`src/rtl/asw_pkg.sv`:
```
package asw_pkg;

   // clock and timing
   localparam int CLK_HZ = 10_000_000;
   localparam int TICK_HZ = 1000;
   localparam int TICK_CYCLES = CLK_HZ / TICK_HZ;
   localparam int HB_TIMEOUT_S = 3;
   localparam int SUP_TIMEOUT_MIN = 5;
   localparam int SEC_PER_MIN = 60;
   localparam int HB_TICKS = HB_TIMEOUT_S * TICK_HZ;
   localparam int SUP_TICKS = SUP_TIMEOUT_MIN * SEC_PER_MIN * TICK_HZ;
   localparam int RETRY_DEF = 3;

   // apb register map
   localparam int ADDR_W = 8;
   localparam int DATA_W = 32;
   localparam int CNT_W = 8;
   localparam logic [7:0] REG_STATUS = 8'h00;
   localparam logic [7:0] REG_IRQ_STAT = 8'h04;
   localparam logic [7:0] REG_IRQ_MASK = 8'h08;
   localparam logic [7:0] REG_RETRY_CFG = 8'h0c;

   // status register fields
   localparam int ST_PULSE_BIT = 0;
   localparam int ST_ARMED_BIT = 1;
   localparam int ST_LOAD_BIT = 2;
   localparam int ST_RETRY_BIT = 3;
   localparam int ST_PERR_BIT = 4;
   localparam int ST_PWR_BIT = 5;
   localparam int ST_CNT_LSB = 8;

   // interrupt event bits
   localparam int IRQ_W = 4;
   localparam int EV_HB_BIT = 0;
   localparam int EV_EXH_BIT = 1;
   localparam int EV_PWR_BIT = 2;
   localparam int EV_LOAD_BIT = 3;
   localparam logic [3:0] IRQ_MASK_RST = 4'h0;

   typedef enum logic [2:0] {
      ST_OFF,
      ST_WATCH,
      ST_LOAD,
      ST_VERIFY,
      ST_EXHAUST
   } asw_state_t;

endpackage

```
`src/rtl/asw_top.sv`:
```
// How it works
// - with the enable switch off the supervisor idles; switching it on starts both timers.
// - a gap between reset pulses longer than the short period raises the program error flag.
// - the pulse-seen output follows the arrival of programmed reset pulses.
// - armed is high only when enabled, cassette in, pulses arriving and tape at load point.
// - the load-active output is high while the program loads; it drops at load done, before pulses return.
// - a reload with no pulses is retried until the limit runs out, then retry limit is set.
// - a power interruption latches the power flag so it is seen after power returns.
// - the three history flags hold until the enable switch goes off and back on; a host or panel clear drops them, the power flag only with the switch on.
// - while enabled and reloading, manual rewind and manual load requests are ignored.
// - the node is master-cleared by power-on reset, the host clear or the panel clear.
//
// Decided for this implementation: the APB slave port and the register offsets.
`timescale 1ns/100ps
module asw_top #(
   parameter int TICK_CYCLES = asw_pkg::TICK_CYCLES,
   parameter int HB_TICKS = asw_pkg::HB_TICKS,
   parameter int SUP_TICKS = asw_pkg::SUP_TICKS,
   parameter int RETRY_LIMIT = asw_pkg::RETRY_DEF
) (
   input wire logic I_MCLK,
   input wire logic I_NRST,
   input wire logic I_HOST_MCLR,
   input wire logic I_PANEL_MCLR,
   input wire logic I_ENABLE_SW,
   input wire logic I_RESET_PULSE,
   input wire logic I_CASSETTE_IN,
   input wire logic I_LOAD_POINT,
   input wire logic I_DRIVE_READY,
   input wire logic I_LOAD_DONE,
   input wire logic I_POWER_FAIL,
   input wire logic I_MAN_REWIND,
   input wire logic I_MANUAL_LOAD_REQUEST,
   input wire logic I_PSEL,
   input wire logic I_PENABLE,
   input wire logic I_PWRITE,
   input wire logic [asw_pkg::ADDR_W-1:0] I_PADDR,
   input wire logic [asw_pkg::DATA_W-1:0] I_PWDATA,
   output logic [asw_pkg::DATA_W-1:0] O_PRDATA,
   output logic O_PREADY,
   output logic O_PSLVERR,
   output logic O_PULSE_SEEN,
   output logic O_ARMED,
   output logic O_LOAD_ACTIVE,
   output logic O_RETRY_LIMIT,
   output logic O_PROG_ERROR,
   output logic O_POWER_INT,
   output logic O_REWIND,
   output logic O_START_LOAD,
   output logic O_IRQ
);
   localparam int TW = $clog2(TICK_CYCLES + 1);
   localparam logic [TW-1:0] TICK_LAST = TW'(TICK_CYCLES - 1);
   localparam int CW = asw_pkg::CNT_W;
   localparam logic [CW-1:0] RETRY_RST = CW'(RETRY_LIMIT);

   asw_pkg::asw_state_t state, next_state;
   logic [TW-1:0] tick_cnt, next_tick_cnt;
   logic tick, next_tick;
   logic en_q, pulse_q;
   logic [CW-1:0] retry_cnt, next_retry_cnt;
   logic [CW-1:0] retry_cfg, next_retry_cfg;
   logic load_pending, next_load_pending;
   logic next_pulse_seen, next_armed, next_load_active, next_retry_flag;
   logic next_prog_error, next_power_int, next_rewind, next_start_load;
   logic [asw_pkg::IRQ_W-1:0] irq_stat, next_irq_stat, irq_mask, next_irq_mask;
   logic [asw_pkg::IRQ_W-1:0] events;
   logic next_irq, next_pready, next_pslverr;
   logic [asw_pkg::DATA_W-1:0] next_prdata;
   logic mclr, sw_en, en_rise, beat, hb_exp, sup_exp, hb_restart, sup_restart;
   logic inhibit, attempt_fail, last_try, hb_err_evt, exh_evt, wr_en;

   assign mclr = I_HOST_MCLR | I_PANEL_MCLR;
   assign sw_en = I_ENABLE_SW;
   assign en_rise = I_ENABLE_SW & ~en_q;
   assign beat = I_RESET_PULSE & ~pulse_q;
   assign wr_en = I_PSEL & I_PENABLE & I_PWRITE & O_PREADY;

   // millisecond tick divider
   always_comb begin
      next_tick_cnt = tick_cnt + TW'(1);
      next_tick = 1'b0;
      if (tick_cnt == TICK_LAST) begin
         next_tick_cnt = '0;
         next_tick = 1'b1;
      end
   end

   always_ff @(posedge I_MCLK or negedge I_NRST) begin
      if (!I_NRST) begin
         tick_cnt <= '0;
         tick <= 1'b0;
         en_q <= 1'b0;
         pulse_q <= 1'b0;
      end else begin
         tick_cnt <= next_tick_cnt;
         tick <= next_tick;
         en_q <= mclr ? 1'b0 : I_ENABLE_SW;
         pulse_q <= I_RESET_PULSE;
      end
   end

   assign hb_restart = mclr | en_rise | beat | (state != asw_pkg::ST_WATCH);
   assign sup_restart = mclr | en_rise | (beat && state == asw_pkg::ST_WATCH)
      | (next_state == asw_pkg::ST_LOAD && state != asw_pkg::ST_LOAD);

   asw_timer #(.LIMIT(HB_TICKS)) u_hb_timer (
      .i_clk(I_MCLK),
      .i_nrst(I_NRST),
      .i_tick(tick),
      .i_restart(hb_restart),
      .o_expired(hb_exp)
   );

   asw_timer #(.LIMIT(SUP_TICKS)) u_sup_timer (
      .i_clk(I_MCLK),
      .i_nrst(I_NRST),
      .i_tick(tick),
      .i_restart(sup_restart),
      .o_expired(sup_exp)
   );

   assign last_try = ({1'b0, retry_cnt} + 9'h001) >= {1'b0, retry_cfg};
   assign attempt_fail = sup_exp && !beat
      && (state == asw_pkg::ST_LOAD || state == asw_pkg::ST_VERIFY);
   assign hb_err_evt = sw_en && state == asw_pkg::ST_WATCH && hb_exp && !beat;
   assign exh_evt = sw_en && attempt_fail && last_try;
   assign inhibit = sw_en && (state == asw_pkg::ST_LOAD || state == asw_pkg::ST_VERIFY);

   // supervisor sequence
   always_comb begin
      next_state = state;
      next_retry_cnt = retry_cnt;
      next_load_pending = load_pending;
      next_start_load = I_MANUAL_LOAD_REQUEST && !inhibit;
      unique case (state)
         asw_pkg::ST_OFF: begin
            if (en_rise) begin
               next_state = asw_pkg::ST_WATCH;
            end
         end
         asw_pkg::ST_WATCH: begin
            if (hb_err_evt) begin
               next_state = asw_pkg::ST_LOAD;
               next_retry_cnt = '0;
               next_load_pending = 1'b1;
            end
         end
         asw_pkg::ST_LOAD: begin
            if (!I_DRIVE_READY) begin
               next_load_pending = 1'b1;
            end else if (load_pending) begin
               next_start_load = 1'b1;
               next_load_pending = 1'b0;
            end else if (I_LOAD_DONE) begin
               next_state = asw_pkg::ST_VERIFY;
            end
         end
         asw_pkg::ST_VERIFY: begin
            if (beat) begin
               next_state = asw_pkg::ST_WATCH;
            end
         end
         asw_pkg::ST_EXHAUST: begin
            next_state = asw_pkg::ST_EXHAUST;
         end
      endcase
      if (attempt_fail) begin
         if (last_try) begin
            next_state = asw_pkg::ST_EXHAUST;
         end else begin
            next_state = asw_pkg::ST_LOAD;
            next_retry_cnt = retry_cnt + CW'(1);
            next_load_pending = 1'b1;
         end
      end
      if (!sw_en || mclr) begin
         next_state = asw_pkg::ST_OFF;
         next_load_pending = 1'b0;
      end
   end

   always_ff @(posedge I_MCLK or negedge I_NRST) begin
      if (!I_NRST) begin
         state <= asw_pkg::ST_OFF;
         retry_cnt <= '0;
         load_pending <= 1'b0;
         O_START_LOAD <= 1'b0;
      end else begin
         state <= next_state;
         retry_cnt <= next_retry_cnt;
         load_pending <= next_load_pending;
         O_START_LOAD <= next_start_load;
      end
   end

   // indicators and history flags
   always_comb begin
      next_pulse_seen = sw_en && !mclr
         && (beat || (O_PULSE_SEEN && !hb_exp && state == asw_pkg::ST_WATCH));
      next_armed = sw_en && I_CASSETTE_IN && next_pulse_seen && I_LOAD_POINT;
      next_load_active = (next_state == asw_pkg::ST_LOAD);
      next_prog_error = O_PROG_ERROR && !en_rise;
      next_retry_flag = O_RETRY_LIMIT && !en_rise;
      next_power_int = O_POWER_INT && !en_rise;
      if (hb_err_evt) begin
         next_prog_error = 1'b1;
      end
      if (exh_evt) begin
         next_retry_flag = 1'b1;
      end
      if (I_POWER_FAIL) begin
         next_power_int = 1'b1;
      end
      if (mclr) begin
         next_prog_error = 1'b0;
         next_retry_flag = 1'b0;
      end
      next_rewind = I_MAN_REWIND && !inhibit;
   end

   always_ff @(posedge I_MCLK or negedge I_NRST) begin
      if (!I_NRST) begin
         O_PULSE_SEEN <= 1'b0;
         O_ARMED <= 1'b0;
         O_LOAD_ACTIVE <= 1'b0;
         O_PROG_ERROR <= 1'b0;
         O_RETRY_LIMIT <= 1'b0;
         O_POWER_INT <= 1'b0;
         O_REWIND <= 1'b0;
      end else begin
         O_PULSE_SEEN <= next_pulse_seen;
         O_ARMED <= next_armed;
         O_LOAD_ACTIVE <= next_load_active;
         O_PROG_ERROR <= next_prog_error;
         O_RETRY_LIMIT <= next_retry_flag;
         O_POWER_INT <= next_power_int;
         O_REWIND <= next_rewind;
      end
   end

   // apb registers and interrupt
   always_comb begin
      events = '0;
      events[asw_pkg::EV_HB_BIT] = hb_err_evt;
      events[asw_pkg::EV_EXH_BIT] = exh_evt;
      events[asw_pkg::EV_PWR_BIT] = I_POWER_FAIL;
      events[asw_pkg::EV_LOAD_BIT] = next_start_load && inhibit;
      next_irq_stat = irq_stat;
      next_irq_mask = irq_mask;
      next_retry_cfg = retry_cfg;
      if (wr_en) begin
         unique case (I_PADDR)
            asw_pkg::REG_IRQ_STAT: next_irq_stat = irq_stat & ~I_PWDATA[asw_pkg::IRQ_W-1:0];
            asw_pkg::REG_IRQ_MASK: next_irq_mask = I_PWDATA[asw_pkg::IRQ_W-1:0];
            asw_pkg::REG_RETRY_CFG: next_retry_cfg = I_PWDATA[CW-1:0];
            default: next_irq_stat = irq_stat;
         endcase
      end
      // event set wins over clear
      next_irq_stat = next_irq_stat | events;
      next_irq = |(next_irq_stat & next_irq_mask);
      next_pready = I_PSEL && !I_PENABLE;
      next_pslverr = 1'b0;
      next_prdata = '0;
      if (I_PSEL && !I_PENABLE) begin
         unique case (I_PADDR)
            asw_pkg::REG_STATUS: begin
               next_prdata[asw_pkg::ST_PULSE_BIT] = O_PULSE_SEEN;
               next_prdata[asw_pkg::ST_ARMED_BIT] = O_ARMED;
               next_prdata[asw_pkg::ST_LOAD_BIT] = O_LOAD_ACTIVE;
               next_prdata[asw_pkg::ST_RETRY_BIT] = O_RETRY_LIMIT;
               next_prdata[asw_pkg::ST_PERR_BIT] = O_PROG_ERROR;
               next_prdata[asw_pkg::ST_PWR_BIT] = O_POWER_INT;
               next_prdata[asw_pkg::ST_CNT_LSB +: CW] = retry_cnt;
            end
            asw_pkg::REG_IRQ_STAT: next_prdata[asw_pkg::IRQ_W-1:0] = irq_stat;
            asw_pkg::REG_IRQ_MASK: next_prdata[asw_pkg::IRQ_W-1:0] = irq_mask;
            asw_pkg::REG_RETRY_CFG: next_prdata[CW-1:0] = retry_cfg;
            default: next_pslverr = 1'b1;
         endcase
      end
   end

   always_ff @(posedge I_MCLK or negedge I_NRST) begin
      if (!I_NRST) begin
         irq_stat <= '0;
         irq_mask <= asw_pkg::IRQ_MASK_RST;
         retry_cfg <= RETRY_RST;
         O_IRQ <= 1'b0;
         O_PREADY <= 1'b0;
         O_PSLVERR <= 1'b0;
         O_PRDATA <= '0;
      end else begin
         irq_stat <= next_irq_stat;
         irq_mask <= next_irq_mask;
         retry_cfg <= next_retry_cfg;
         O_IRQ <= next_irq;
         O_PREADY <= next_pready;
         O_PSLVERR <= next_pslverr;
         O_PRDATA <= next_prdata;
      end
   end
endmodule // asw_top

```
`src/rtl/asw_timer.sv`:
```
`timescale 1ns/100ps
module asw_timer #(
   parameter int LIMIT = 3000
) (
   input wire logic i_clk,
   input wire logic i_nrst,
   input wire logic i_tick,
   input wire logic i_restart,
   output logic o_expired
);
   localparam int W = $clog2(LIMIT + 1);
   localparam logic [W-1:0] LIM = W'(LIMIT);

   logic [W-1:0] cnt;
   logic [W-1:0] next_cnt;
   logic next_expired;

   // counts ticks since restart, holds expired until restarted
   always_comb begin
      next_cnt = cnt;
      next_expired = o_expired;
      if (i_restart) begin
         next_cnt = '0;
         next_expired = 1'b0;
      end else if (i_tick && !o_expired) begin
         next_cnt = cnt + W'(1);
         next_expired = (next_cnt >= LIM);
      end
   end

   always_ff @(posedge i_clk or negedge i_nrst) begin
      if (!i_nrst) begin
         cnt <= '0;
         o_expired <= 1'b0;
      end else begin
         cnt <= next_cnt;
         o_expired <= next_expired;
      end
   end
endmodule // asw_timer

```
`config.mk`:
```
export PLATFORM = sky130hd
export DESIGN_NAME = asw_top
export DESIGN_NICKNAME = d
export VERILOG_FILES = /design/src/rtl/asw_pkg.sv /design/src/rtl/asw_top.sv /design/src/rtl/asw_timer.sv
export SDC_FILE = /design/constraint.sdc
export NUM_CORES = 1
export LEC_CHECK = 0
export ABC_CLOCK_PERIOD_IN_PS = 5560
export BUFFER_PORTS_ARGS = -buffer_cell sky130_fd_sc_hd__buf_4
export CAP_MARGIN = 5
export CELL_PAD_IN_SITES_DETAIL_PLACEMENT = 1
export CELL_PAD_IN_SITES_GLOBAL_PLACEMENT = 1
export CORE_MARGIN = 3
export CORE_UTILIZATION = 34
export CTS_CLUSTER_DIAMETER = 200
export DETAILED_ROUTE_END_ITERATION = 10
export GPL_ROUTABILITY_DRIVEN = 0
export PLACE_DENSITY = 0.69
export SLEW_MARGIN = 25
export SYNTH_ARGS = -nofsm -noshare
export SYNTH_HDL_FRONTEND = slang
export SYNTH_SLANG_ARGS = --single-unit
export TNS_END_PERCENT = 20
```
`constraint.sdc`:
```
create_clock -name I_MCLK -period 5.56 [get_ports I_MCLK]
set_input_delay 0.834 -clock I_MCLK [delete_from_list [all_inputs] [get_ports I_MCLK]]
set_output_delay 0.834 -clock I_MCLK [all_outputs]
set_load 0.005 [all_outputs]
```
Word-level counts from Yosys, hierarchy flattened
Cells that the tools add are included.
Cells by class
  add/subtract/negate cells: 5
  $lt $le $gt $ge: 3
  equality and inequality tests: 11
  muxes and demuxes: 50
  bitwise operators: 17
  reductions and logical operators: 44
Operators by type and width (count)
  2-to-1 mux 8 bit: 5
  2-to-1 mux 19 bit: 2
  2-to-1 mux 3 bit: 9
  logical AND 1 bit: 26
  2-to-1 mux 12 bit: 2
  2-to-1 mux 1 bit: 21
  adder 19 x 1 -> 19 bit, second input constant: 1
  greater-or-equal comparator 19 bit, second input constant: 1
  == test 8 x 4 -> 1 bit, second input constant: 2
  2-to-1 mux 16 bit: 1
  2-to-1 mux 4 bit: 4
  one-hot mux 4 bit (4 select lines): 1
  one-hot mux 3 bit (5 select lines): 1
  adder 14 x 1 -> 14 bit, second input constant: 1
  == test 14 bit, second input constant: 1
  2-to-1 mux 14 bit: 1
  adder 12 x 1 -> 12 bit, second input constant: 1
  greater-or-equal comparator 12 bit, second input constant: 1
  adder 8 x 1 -> 9 bit, second input constant: 1
  == test 3 x 2 -> 1 bit, second input constant: 3
  greater-or-equal comparator 9 x 8 -> 1 bit: 1
  adder 8 x 1 -> 8 bit, second input constant: 1
  AND 4 bit: 2
  == test 8 x 3 -> 1 bit, second input constant: 1
  other kinds (19): 40
Word-level totals
  flip-flop bits (word level): 105
  input port bits: 56

Logic depth before layout (Yosys ltp)
  depth after elaboration: 12
  depth in mapped cells: 12
  depth with buffers taken out: 11

Modules after synthesis
From an unflattened synthesis, not the netlist that was laid out.
Second synthesis, totals
  cell total of the unflattened synthesis: 561
  area total of the unflattened synthesis: 5594.1 um^2
Modules (own cells, without submodules)
  asw_top: times used 1, cells each 332, area an instance 3455.8 um^2, seq. area each 1804.2 um^2
  asw_timer (u_sup_timer): times used 1, cells each 144, area an instance 1340.0 um^2, seq. area each 500.5 um^2
  asw_timer (u_hb_timer): times used 1, cells each 85, area an instance 798.3 um^2, seq. area each 325.3 um^2

Worst setup path after synthesis
Ideal clock, no wire load.
  path type: input -> register
  start: input port I_ENABLE_SW
  end: register u_sup_timer.o_expired
  library setup time: 0.136 ns
  arrival: 2.467 ns
  required time: 5.424 ns
  setup slack: 2.957 ns
  stages: 8
  buffers on the path: 2
  path through: buf_2 > nor2b_1 > o31a_2 > o2111a_2 > or4b_4 > o21ai_2 > buf_6 > a311oi_2
Between the ends
  longest elaborated chain between the ends: 11
  elaborated cells on any way between the ends: 18
  classes of those cells: 1 x eq/ne; 6 x mux; 4 x bitwise; 7 x reduce/logical
Ends and longest elaborated chain
  start: declaration: line asw_top.sv:25  | input wire logic I_ENABLE_SW,
  logical AND 1 bit (3 in a row): line asw_top.sv:126  | assign hb_err_evt = sw_en && state == asw_pkg::ST_WATCH && hb_exp && !beat;
  2-to-1 mux 3 bit: line asw_top.sv:143  | if (hb_err_evt) begin
  one-hot mux 3 bit (5 select lines): line asw_top.sv:136  | unique case (state)
  2-to-1 mux 3 bit: line asw_top.sv:168  | if (attempt_fail) begin
  2-to-1 mux 3 bit *: line asw_top.sv:177  | if (!sw_en || mclr) begin
  via next_state[0]: line asw_top.sv:57  | asw_pkg::asw_state_t state, next_state;
  == test 3 x 2 -> 1 bit *: line asw_top.sv:105  | | (next_state == asw_pkg::ST_LOAD && state != asw_pkg::ST_LOAD);
  logical AND 1 bit *: line asw_top.sv:105
  bitwise OR 1 bit *: line asw_top.sv:105
  2-to-1 mux 1 bit or nonzero test 2 bit (tied branches)
  end signal: assignment: line asw_timer.sv:37  | o_expired <= next_expired;
  end: declaration: line asw_timer.sv:9  | output logic o_expired
Mark *: on every way through the listed nets, which the timed path passes. The rest lies on a longest branch.
A chain may end at the register's enable or synchronous reset.

Final worst setup path
  start: register retry_cnt[0]
  end: register retry_cnt[4]
Between the ends
  longest elaborated chain between the ends: 4
  elaborated cells on any way between the ends: 5
  classes of those cells: 2 x add/sub; 1 x order compare; 2 x mux
Ends and longest elaborated chain
  start: declaration: line asw_top.sv:61  | logic [CW-1:0] retry_cnt, next_retry_cnt;
  start signal: assignment: line asw_top.sv:191  | retry_cnt <= next_retry_cnt;
  adder 8 x 1 -> 9 bit: line asw_top.sv:123  | assign last_try = ({1'b0, retry_cnt} + 9'h001) >= {1'b0, retry_cfg};
  greater-or-equal comparator 9 x 8 -> 1 bit: line asw_top.sv:123
  2-to-1 mux 8 bit *: line asw_top.sv:169  | if (last_try) begin
  2-to-1 mux 8 bit *: line asw_top.sv:168
  via next_retry_cnt[4]: line asw_top.sv:61
Marks and branches as above.

==> results.txt <==
status: complete, no violations
CP endpoint kind: flop
DR WL/cell: 15.91 um
DR DRC count: 0
final hold violation count: 0
critical path peak fanout: 12
Setup CP Type: reg -> reg
fillers: 1793
Unique masters post-synth: 69
post-cts resize count: 0
antenna violations before repair: 0
row count: 45
Clock Tree Buf Depth: 2
final WL: 13.08 mm
drt via density: 4.972
io pins: 99
Hold WC Path Type: reg -> reg
CP endpoint: retry_cnt[4]$_DFF_PN0_
Die Width: 133.1 um
Clock Root Buffer: clkbuf_16
Post-CTS Setup Bufs: 0
critical path's top delay family: simple AND/OR/NAND/NOR gates
Async S/R FF share, synth: 100.0%
share of layout cells above drive strength 1: 20.29%
n_diodes: 0
Hold Buf Count CTS: 0
skew final: 5.210 ps
post-synthesis sequential area ratio: 47.85%
Post-DRT Antenna Nets: 0
1st-pass router iterations: 4
Worst VDD drop: 0.0001474 V
Iter 0 DRT Violations: 116
Clock transition at path regs: 70 ps
slew of the pin with the lowest slew margin: 835.7 ps
Pwr Total: 0.001417 W
fmax: 0.3219 GHz
Final setup viols: 0
leakage: 2.876 nW
Worst path max stage delay: 460 ps
GRT Util Overall: 15.44%
CTS tree: done
Required @ worst endpoint: 5800 ps
Num Clock Sinks: 105
reg2reg start: retry_cnt[0]$_DFF_PN0_
PD cells: 223.9 mW/mm2
worst skew pair latency: 350 ps
global-route wire length before repair: 22.44 mm
R2R depth: 11
setup TNS: 0 ps
Critical Path Source Type: flop
Core Box Area: 0.01548 mm2
yosys warns: 0
die height: 133.1 um
Syn Inst Count: 553
nets@finish: 677
Final Max Slew Viols: 0
full die area: 0.01773 mm2
Slowest-stage cell, CP: dfrtp_1
H-tree levels: 3
DPL Wire Length: 9.979 mm
largest net degree at the start of global routing: 66
FF-to-FF End: retry_cnt[4]$_DFF_PN0_
Crit path buffers/inverters: 0
Area Growth Syn to Fin: 15.14%
Starting Density: 35.50%
syn avg cell area: 9.939 um2
number of CTS-inserted buffers: 9
GRT overflow: 0
Post-synth EDFFs: 0
Worst R2R Setup Slack: 2450 ps
fin crit share: 55.87%
RSZ-0062 raised after global routing: false
number of global-route vias before repair: 4353
post-route minimum period: 3106 ps
DR vias: 4087
data arrival time of the worst path: 3340 ps
Max Cap Viol: 0
I/O Buffers: 58
Top FF cell, synth: dfrtp_1
crit-path cells: ha_1 > nand3_1 > nor2_1 > xor2_1 > ha_1 > a21oi_1 > o22ai_1 > nor2_1 > nand3_1 > and2_1 > a21o_1
Cell Area, Synth: 0.005497 mm2
Worst Setup SP: retry_cnt[0]$_DFF_PN0_
#FFs+latches synth: 105
Max-Slew Margin vs Limit: 44.29%
CP Depth: 11
[synth_stat cells, types with 2 or more instances]
cell      number  area (um2)
a21o_1         9       67.56
mux2_1         3       33.78
nand2b_1       7       43.79
nand3_1       30       150.1
o21ai_0       10       50.05
ha_1          14       175.2
and3_1        12       75.07
buf_6          3       33.78
nor3_1        11       55.05
a211o_1        2       17.52
o31a_1         2       17.52
and4_1         3       26.28
o211ai_1       2       15.01
xnor2_1       13       113.9
dfstp_2        2       52.55
buf_4         17       127.6
nand4_1       13       81.33
nor4b_1        3       26.28
a21oi_1       22       110.1
nor2_2        19       118.9
or3_1          5       31.28
inv_1         19       71.32
xor2_1        33       289.0
a31oi_1        5       31.28
nor2b_1        9       56.30
nor2_1        41       153.9
dfrtp_1      103        2577
clkbuf_1       9       33.78
nand2_1       62       232.7
buf_2          3       15.01
or2_2          3       18.77
nand3b_1       4       30.03
a21bo_2        2       20.02
mux2_2        10       112.6
a221oi_1       3       26.28
and2_1        12       75.07
[power by group]
group / internal [W] / switching (W) / total (W)
sequential: 0.000767 / 0.00000246 / 0.000770
clock: 0.000312 / 0.000274 / 0.000586
combinational: 0.0000239 / 0.0000376 / 0.0000615
[flip-flops by register name, summed over array words and instances (netlist names), 3 cells and up]
register         flops
O_PRDATA            16
state                3
u_hb_timer.cnt      12
irq_mask             4
tick_cnt            14
u_sup_timer.cnt     19
retry_cfg            8
irq_stat             4
retry_cnt            8
[placed cells by master, fill, tap and decap left out, types with 11 or more instances in the layout]
master	synthesis	layout
a21oi_1	22	22
xor2_1	33	33
nand4_1	13	13
xnor2_1	13	13
and2_1	12	12
nand3_1	30	30
ha_1	14	14
nor2_2	19	19
nand2_1	62	62
buf_4	17	60
nor2_1	41	41
conb_1	1	16
and3_1	12	12
inv_1	19	19
dfrtp_1	103	103
nor3_1	11	11
[per-layer routing]
metal / global-route usage, % / share of wire (%) / wire length (um)
met3: 3.248 / 2.8 / 360
met2: 25.65 / 49 / 6444
met5: 0 / 0 / 0
met1: 20.45 / 46 / 6074
met4: 4.514 / 1.5 / 195
[cell type report]
| cell class | count | area, um2 | area share [%] |
|---|---|---|---|
| Multi-Input combinational cell | 412 | 2641 | 41.74 |
| Inverter | 19 | 71.32 | 1.127 |
| Clock buffer | 10 | 239.0 | 3.776 |
| Clock inverter | 5 | 32.53 | 0.5140 |
| Timing Repair Buffer | 60 | 450.4 | 7.117 |
| Tap cell | 211 | 264.0 | 4.172 |
| Sequential cell | 105 | 2630 | 41.56 |
[worst register-to-register path, delay by kind of cell, from the launching register on]
family | cells | cell delay, ps
compound gates | 3 | 450
fa+ha+maj | 2 | 540
xor+xnor | 1 | 290
flops | 1 | 460
simple gates | 5 | 1270
[metrics by stage]
step | cell area, um2 | cells | setup slack (ps) | hold WS (ps) | utilization [%]
2_1_floorplan | 5553 | 568 | 2957 | 454.7 | -
3_3_place_gp | 6057 | 807 | 2552 | 474.7 | 39.12
3_5_place_dp | 6057 | 807 | 2496 | 490.9 | 39.12
4_1_cts | 6329 | 822 | 2425 | 501.0 | 40.87
5_1_grt | 6329 | 822 | 2144 | 528.2 | 40.87
6_report | 6329 | 822 | 2454 | 493.5 | 40.87
[logic make-up (layout without fill, tap and decap cells)]
logic type	Yosys count	in the layout	share of synthesized area, %
AOI/OAI and AO/OA	73	73	9.151
xor gates and xnor gates	46	46	7.330
adders and majority gates	14	14	3.187
buffers and inverters	51	94	5.122
DFF	105	105	47.85
muxes	15	15	3.255
other	1	16	0.06822
and+or+nand+nor	248	248	24.04
[worst min path at each step]
stage	from	to	cells past startpoint
floorplan	tick_cnt[0]$_DFF_PN0_	tick_cnt[0]$_DFF_PN0_	1
global route	irq_mask[0]$_DFF_PN0_	irq_mask[0]$_DFF_PN0_	1
global placement	tick_cnt[0]$_DFF_PN0_	tick_cnt[0]$_DFF_PN0_	1
CTS	tick_cnt[0]$_DFF_PN0_	tick_cnt[0]$_DFF_PN0_	1
detailed placement	tick_cnt[0]$_DFF_PN0_	tick_cnt[0]$_DFF_PN0_	1
finish	tick_cnt[0]$_DFF_PN0_	tick_cnt[0]$_DFF_PN0_	1
Power figures use the tool's default switching activity.
